<file path="src/design/muldiv_pkg.sv">
// constants and register map of the nibble-mapped multiply/divide unit
// What this block does
// - multiply or divide completes exactly 10 clock cycles after the start write
// - operand_b is two nibble addresses and keeps its value until rewritten
// - result_lo is two nibble addresses, low first, captured at start
// - result_lo gets product low byte or quotient at completion
// - result_hi ignored at multiply start, then loaded with product high byte
// - result_hi captured as dividend high at divide start, then gets remainder
// - divide overflow leaves both result bytes holding the dividend
// - bit 3 of control nibble is negative flag, the result MSB
// - bit 2 is divide overflow flag, always cleared after multiply
// - bit 1 is zero flag, set when result is zero
// - flags are read-only and cleared by reset
// - writing bit 0 starts operation: 1 divide, 0 multiply
// - bit 0 reads 1 while running, 0 when finished, 0 at reset
// - operand and result registers are not initialised by reset
// - multiply: negative from result_hi MSB, zero when 16-bit product is zero
// - divide: negative from result_lo MSB, zero when result_lo is zero
// - overflow set when unsigned quotient does not fit in 8 bits
package muldiv_pkg;
  localparam logic [15:0] ADDR_OPB_LO  = 16'hff80;
  localparam logic [15:0] ADDR_OPB_HI  = 16'hff81;
  localparam logic [15:0] ADDR_RLO_LO  = 16'hff82;
  localparam logic [15:0] ADDR_RLO_HI  = 16'hff83;
  localparam logic [15:0] ADDR_RHI_LO  = 16'hff84;
  localparam logic [15:0] ADDR_RHI_HI  = 16'hff85;
  localparam logic [15:0] ADDR_CTRL    = 16'hff86;
  localparam int          BIT_NEG      = 3;
  localparam int          BIT_OVF      = 2;
  localparam int          BIT_ZERO     = 1;
  localparam int          BIT_START    = 0;
  localparam logic [3:0]  CTRL_RESET   = 4'h0;
  localparam int          CLK_MHZ      = 100;
  localparam int          OP_CYCLES    = 10;
  localparam logic [3:0]  OP_LAST      = 4'(OP_CYCLES - 1);
  typedef enum logic [1:0] {
    ST_IDLE = 2'b01,
    ST_RUN  = 2'b10
  } op_state_e;
endpackage : muldiv_pkg

</file>
<file path="src/design/muldiv_core.sv">
// combinational unsigned 8x8 multiply and 16/8 divide
`timescale 1ns/100ps
`default_nettype none
module muldiv_core
  import muldiv_pkg::*;
(
  // operands
  input  wire logic       divide,
  input  wire logic [7:0] opb,
  input  wire logic [7:0] rlo,
  input  wire logic [7:0] rhi,
  // results
  output logic      [7:0] new_lo,
  output logic      [7:0] new_hi,
  output logic            neg,
  output logic            ovf,
  output logic            zero
);
  logic [15:0] product;
  logic [15:0] dividend;
  logic [15:0] quot;
  logic [15:0] remd;

  // arithmetic; divide by zero counts as overflow
  always_comb
  begin
    product  = {8'h00, rlo} * {8'h00, opb};
    dividend = {rhi, rlo};
    quot     = (opb == 8'h00) ? 16'hffff : dividend / {8'h00, opb};
    remd     = (opb == 8'h00) ? dividend : dividend % {8'h00, opb};
    if (!divide)
    begin
      new_lo = product[7:0];
      new_hi = product[15:8];
      neg    = product[15];
      ovf    = 1'b0;
      zero   = (product == 16'h0000);
    end
    else
    begin
      ovf = (quot[15:8] != 8'h00);
      if (ovf)
      begin
        new_lo = rlo;
        new_hi = rhi;
      end
      else
      begin
        new_lo = quot[7:0];
        new_hi = remd[7:0];
      end
      neg  = new_lo[7];
      zero = (new_lo == 8'h00);
    end
  end
endmodule : muldiv_core
`default_nettype wire

</file>
<file path="src/design/muldiv_unit.sv">
// nibble-mapped multiply/divide unit on the cpu i/o bus
`timescale 1ns/100ps
`default_nettype none
module muldiv_unit
  import muldiv_pkg::*;
(
  // clock and reset
  input  wire logic        clk_sys,
  input  wire logic        rst_n,
  // i/o memory bus
  input  wire logic [15:0] bus_addr,
  input  wire logic        bus_wr,
  input  wire logic        bus_rd,
  input  wire logic [3:0]  bus_wdata,
  output logic      [3:0]  bus_rdata,
  output logic             bus_sel
);
  logic [7:0] opb_q;
  logic [7:0] rlo_q;
  logic [7:0] rhi_q;
  logic [7:0] s_opb_q;
  logic [7:0] s_lo_q;
  logic [7:0] s_hi_q;
  logic       s_div_q;
  logic       neg_q;
  logic       ovf_q;
  logic       zero_q;
  logic [3:0] cnt_q;
  logic       done;
  logic       start;
  logic [7:0] new_lo;
  logic [7:0] new_hi;
  logic       c_neg;
  logic       c_ovf;
  logic       c_zero;
  op_state_e  state_q;

  //////////////////////////////////////////////////////////////////////////
  // decode
  assign start = bus_wr && (bus_addr == ADDR_CTRL);
  assign done  = (state_q == ST_RUN) && (cnt_q == OP_LAST);
  assign bus_sel = (bus_addr >= ADDR_OPB_LO) && (bus_addr <= ADDR_CTRL);

  //////////////////////////////////////////////////////////////////////////
  // sequencer: run for a fixed count, a new start restarts it
  always_ff @(posedge clk_sys)
  begin
    if (!rst_n)
    begin
      state_q <= ST_IDLE;
      cnt_q   <= 4'h0;
    end
    else if (start)
    begin
      state_q <= ST_RUN;
      cnt_q   <= 4'h0;
    end
    else
    begin
      unique case (state_q)
        ST_IDLE:
        begin
          cnt_q <= 4'h0;
        end
        ST_RUN:
        begin
          if (done)
          begin
            state_q <= ST_IDLE;
          end
          cnt_q <= cnt_q + 4'h1;
        end
        default:
        begin
          state_q <= ST_IDLE;
        end
      endcase
    end
  end

  //////////////////////////////////////////////////////////////////////////
  // operand snapshot at the start write
  always_ff @(posedge clk_sys)
  begin
    if (start)
    begin
      s_opb_q <= opb_q;
      s_lo_q  <= rlo_q;
      s_hi_q  <= rhi_q;
      s_div_q <= bus_wdata[BIT_START];
    end
  end

  muldiv_core u_core (
    .divide (s_div_q),
    .opb    (s_opb_q),
    .rlo    (s_lo_q),
    .rhi    (s_hi_q),
    .new_lo (new_lo),
    .new_hi (new_hi),
    .neg    (c_neg),
    .ovf    (c_ovf),
    .zero   (c_zero)
  );

  //////////////////////////////////////////////////////////////////////////
  // operand register, no reset
  always_ff @(posedge clk_sys)
  begin
    if (bus_wr && bus_addr == ADDR_OPB_LO)
    begin
      opb_q[3:0] <= bus_wdata;
    end
    if (bus_wr && bus_addr == ADDR_OPB_HI)
    begin
      opb_q[7:4] <= bus_wdata;
    end
  end

  //////////////////////////////////////////////////////////////////////////
  // result registers: completion beats a colliding result write, a colliding start write cancels it
  always_ff @(posedge clk_sys)
  begin
    if (done && !start)
    begin
      rlo_q <= new_lo;
      rhi_q <= new_hi;
    end
    else if (bus_wr)
    begin
      if (bus_addr == ADDR_RLO_LO)
      begin
        rlo_q[3:0] <= bus_wdata;
      end
      if (bus_addr == ADDR_RLO_HI)
      begin
        rlo_q[7:4] <= bus_wdata;
      end
      if (bus_addr == ADDR_RHI_LO)
      begin
        rhi_q[3:0] <= bus_wdata;
      end
      if (bus_addr == ADDR_RHI_HI)
      begin
        rhi_q[7:4] <= bus_wdata;
      end
    end
  end

  //////////////////////////////////////////////////////////////////////////
  // flags, read-only, updated with the results
  always_ff @(posedge clk_sys)
  begin
    if (!rst_n)
    begin
      neg_q  <= CTRL_RESET[BIT_NEG];
      ovf_q  <= CTRL_RESET[BIT_OVF];
      zero_q <= CTRL_RESET[BIT_ZERO];
    end
    else if (done && !start)
    begin
      neg_q  <= c_neg;
      ovf_q  <= c_ovf;
      zero_q <= c_zero;
    end
  end

  //////////////////////////////////////////////////////////////////////////
  // read data, registered, one cycle after the read strobe
  always_ff @(posedge clk_sys)
  begin
    if (!rst_n)
    begin
      bus_rdata <= 4'h0;
    end
    else if (bus_rd)
    begin
      unique case (bus_addr)
        ADDR_OPB_LO: bus_rdata <= opb_q[3:0];
        ADDR_OPB_HI: bus_rdata <= opb_q[7:4];
        ADDR_RLO_LO: bus_rdata <= rlo_q[3:0];
        ADDR_RLO_HI: bus_rdata <= rlo_q[7:4];
        ADDR_RHI_LO: bus_rdata <= rhi_q[3:0];
        ADDR_RHI_HI: bus_rdata <= rhi_q[7:4];
        ADDR_CTRL:   bus_rdata <= {neg_q, ovf_q, zero_q, state_q == ST_RUN};
        default:     bus_rdata <= 4'h0;
      endcase
    end
    else
    begin
      bus_rdata <= 4'h0;
    end
  end
endmodule : muldiv_unit
`default_nettype wire

</file>
<file path="config.mk">
export PLATFORM = sky130hd
export DESIGN_NAME = muldiv_unit
export DESIGN_NICKNAME = d
export VERILOG_FILES = /design/src/design/muldiv_pkg.sv /design/src/design/muldiv_core.sv /design/src/design/muldiv_unit.sv
export SDC_FILE = /design/constraint.sdc
export NUM_CORES = 1
export LEC_CHECK = 0
export BUFFER_PORTS_ARGS = -buffer_cell sky130_fd_sc_hd__clkbuf_2
export CORE_MARGIN = 2
export CORE_UTILIZATION = 64
export DETAILED_ROUTE_END_ITERATION = 16
export HOLD_SLACK_MARGIN = 0.02
export PLACE_DENSITY = 0.84
export SYNTH_ARGS = -nofsm -noshare
export SYNTH_HDL_FRONTEND = slang
export SYNTH_SLANG_ARGS = --single-unit
</file>
<file path="constraint.sdc">
create_clock -name clk_sys -period 84.6 [get_ports clk_sys]
set_clock_uncertainty 0.2 [all_clocks]
set_input_delay 21.15 -clock clk_sys [delete_from_list [all_inputs] [get_ports clk_sys]]
set_output_delay 21.15 -clock clk_sys [all_outputs]
set_load 0.02 [all_outputs]
</file>
==> summary.txt <==
Timing
  • Minimum clock period: 43.84 ns
  • Final Cycle Share: 51.8%
  • Setup TNS: 0 ns
  • Slew Viols, Final: 0
  • Fin worst setup slack: 40.76 ns
  • Max Clk Rate: 22.8 MHz
  • Final setup violation count: 0
  • Least-Margin Pin Slew: 1.06 ns
  • Max-Slew Margin vs Limit: 29.0%
  • Unrepaired setup endpoints after global routing: false
  • Hold Fails Final Rpt: 0

Synth
  • Average cell area after synthesis: 8.20 µm²
  • Post-synthesis register bit count: 62
  • Number of synthesized flops with an enable pin: 49
  • Post-Syn Nets: 1507
  • Async set-reset flop share out of synthesis: 0%
  • Post-synth top cells: ha_1 (145), nand2_1 (127), nor2_1 (115)
  • Synth area leaders: ha_1 (17%), edfxtp_1 (14%), fa_1 (6.9%)
  • Leading area contributor after synthesis: ha_1
  • Leading register cell type out of synthesis: edfxtp_1
  • Mapped Cells: 1301
  • Library cells used by synthesis: 94
  • Most frequent cell after synthesis: ha_1
  • Sequential share of the synthesized area: 16.2%
  • Post-Syn Area: 0.0107 mm²
  • Syn. warnings: 0
  • Synth top area share: 17.0%

Detailed routing
  • WL/cell: 18.0 µm
  • Metal2 WL: 13400 µm
  • Post-DRT Antenna Nets: 0
  • Detailed-route wire length: 27400 µm
  • Met1 wire length: 11500 µm
  • Top routing layer used: met4
  • Via count: 9985
  • Met3 wire len: 1650 µm
  • DR pass1 iterations: 7
  • Routed vias/inst: 6.53
  • 1st-iter DRT viols: 873
  • Remaining routing DRC violations: 0

Min path
  • Hold WC Path Type: reg2reg
  • WHS Path Cells: 0

Power
  • Clk pwr share: 53.6%
  • Combinational group share of total power: 2.6%
  • PwrDens: 6.62 mW/mm²
  • VDD IR max: 15.7 µV
  • Net Sw Frac: 20.4%
  • Total Power Consumption: 0.0745 mW
  • P_int: 0.0593 mW
  • Reg power frac: 43.8%
  • Switch Pwr: 0.0152 mW
  • Leak: 4.88 nW

Placement
  • Placer Congestion: 0.909
  • Cells after DPL: 1512
  • Pre-CTS WS: 40.74 ns
  • Number of port buffers: 28
  • DP HPWL: 21300 µm

Die
  • Core area: 0.0164 mm²
  • Starting Density: 65.0%
  • Die area: 0.0177 mm²
  • Num ports: 29
  • Die X: 133 µm
  • Height of the die: 133 µm
  • Placement Rows: 47

Setup path
  • Worst Setup Start Kind: input pin
  • Reg2Reg Depth: 141
  • Worst Path Required: 63.25 ns
  • CP Capture Type: output pin
  • Critical path arrival: 22.49 ns
  • Max FO, Critical Path: 6
  • Setup Crit Path Kind: in2out

Clock network
  • Reg clk slew, reported paths: 0.06 ns
  • Hold Buf Count CTS: 0
  • Sink count of the clock tree: 62
  • Clk_lat worst skew: 0.34 ns
  • H-tree depth: 3
  • CTS tree: yes
  • Max Root-Sink Buffers: 2
  • Number of buffers created by CTS: 9
  • Post-CTS Resized: 0
  • Clock Tree Root: clkbuf_16
  • # Post-CTS Setup Buffers: 0

GRT
  • Initial antenna violation count: 0
  • Total grt overflow: 0
  • Vias in the first global route: 9536
  • First-pass GRT wire length: 45100 µm
  • Gr usage total: 31.0%
  • Largest net degree at the start of global routing: 31

Outcome
  • Outcome: complete, no violations

Final layout
  • Layout cells sized above 1: 8.49%
  • Non-Filler Instances: 1528
  • Area delta synth->final: 5.55%
  • Core Util, Final: 68.6%
  • Diodes inserted: 0
  • Nets: 1509

Run
  • Max-cap violations: 0
cell type report:
class                   instances  area [µm²]
fillers                      1332        5150
clock buffers                   9         225
flip-flops and latches         62        1730
repair buffers                 34         185
clock inverters                 7        97.6
well taps                     220         275
multi-input cells            1098        8370
inverters                      98         368
per-stage QoR:
| stage | instance area [µm²] | hold slack [ns] |
|---|---|---|
| 2_1_floorplan | 10700 | 0.220 |
| 3_3_place_gp | 10900 | 0.231 |
| 3_5_place_dp | 10900 | 0.231 |
| 4_1_cts | 11300 | 0.242 |
| 5_1_grt | 11300 | 0.249 |
| 6_report | 11300 | 0.243 |
power groups by stage:
stage | Sequential, mW | Clock [mW] | Combinational, mW
6_report | 0.0326 | 0.0399 | 0.00195
2_1_floorplan | 0.0333 | 0 | 0.000903
5_1_grt | 0.0326 | 0.0412 | 0.00215
3_5_place_dp | 0.0333 | 0 | 0.00188
3_3_place_gp | 0.0333 | 0 | 0.00183
4_1_cts | 0.0326 | 0.0400 | 0.00193
kinds of logic after synthesis:
family,share of synthesized area [%]
and+or+nand+nor,19.9
AOI/OAI and AO/OA,24.8
adders and majority gates,24.0
buffers and inverters,5.24
xor gates and xnor gates,5.16
DFF,16.2
muxes,4.70
placed cells by master, fill, tap and decap left out, types with 6 or more instances in the layout:
cell,synthesis,layout
a211oi_1,9,9
a21boi_0,7,7
a21o_1,20,20
a21oi_1,89,89
a31oi_1,14,14
and2_1,25,25
and3_1,6,6
buf_4,0,6
clkbuf_16,0,9
clkbuf_2,0,28
dfxtp_1,13,13
edfxtp_1,49,49
fa_1,37,37
ha_1,145,145
inv_1,97,97
mux2_2,21,21
mux2i_1,19,19
nand2_1,127,127
nand2b_1,11,11
nand3_1,21,21
nand4_1,9,9
nor2_1,115,115
nor2b_1,11,11
nor3_1,48,48
nor4_1,10,10
o211ai_1,19,19
o21a_1,43,43
o21ai_0,55,55
o21bai_1,11,11
o31ai_1,19,19
or3_1,10,10
xnor2_1,39,39
xor2_1,22,22
per-layer routing:
layer | vias to the layer above | GRT usage, %
li1 | 4798 | -
met1 | 4717 | 39.5
met2 | 399 | 54.0
met3 | 71 | 3.39
met4 | 0 | 12.9
met5 | - | 0
sequential cells by signal (all words and copies together) (netlist names):
register and flops:
cnt_q 4, rhi_q 8, s_lo_q 8, zero_q 1, s_hi_q 8, ovf_q 1, rlo_q 8, s_opb_q 8
s_div_q 1, opb_q 8, neg_q 1, bus_rdata 4, state_q 2
worst paths after layout:
path | from | to | slack (ns)
min reg2reg | rlo_q[6] | s_lo_q[6] | 0.24
min | rlo_q[6] | s_lo_q[6] | 0.24
max | bus_addr[15] | bus_sel | 40.76
max reg2reg | s_opb_q[6] | rhi_q[7] | 48.67
worst max-delay path: stages:
cell and delay (ns):
clkbuf_2 0.07, and4_1 0.19, nand4_1 0.10, or4_1 0.53, a31oi_1 0.24, clkbuf_2 0.20
(Power assumes the default switching activity.)
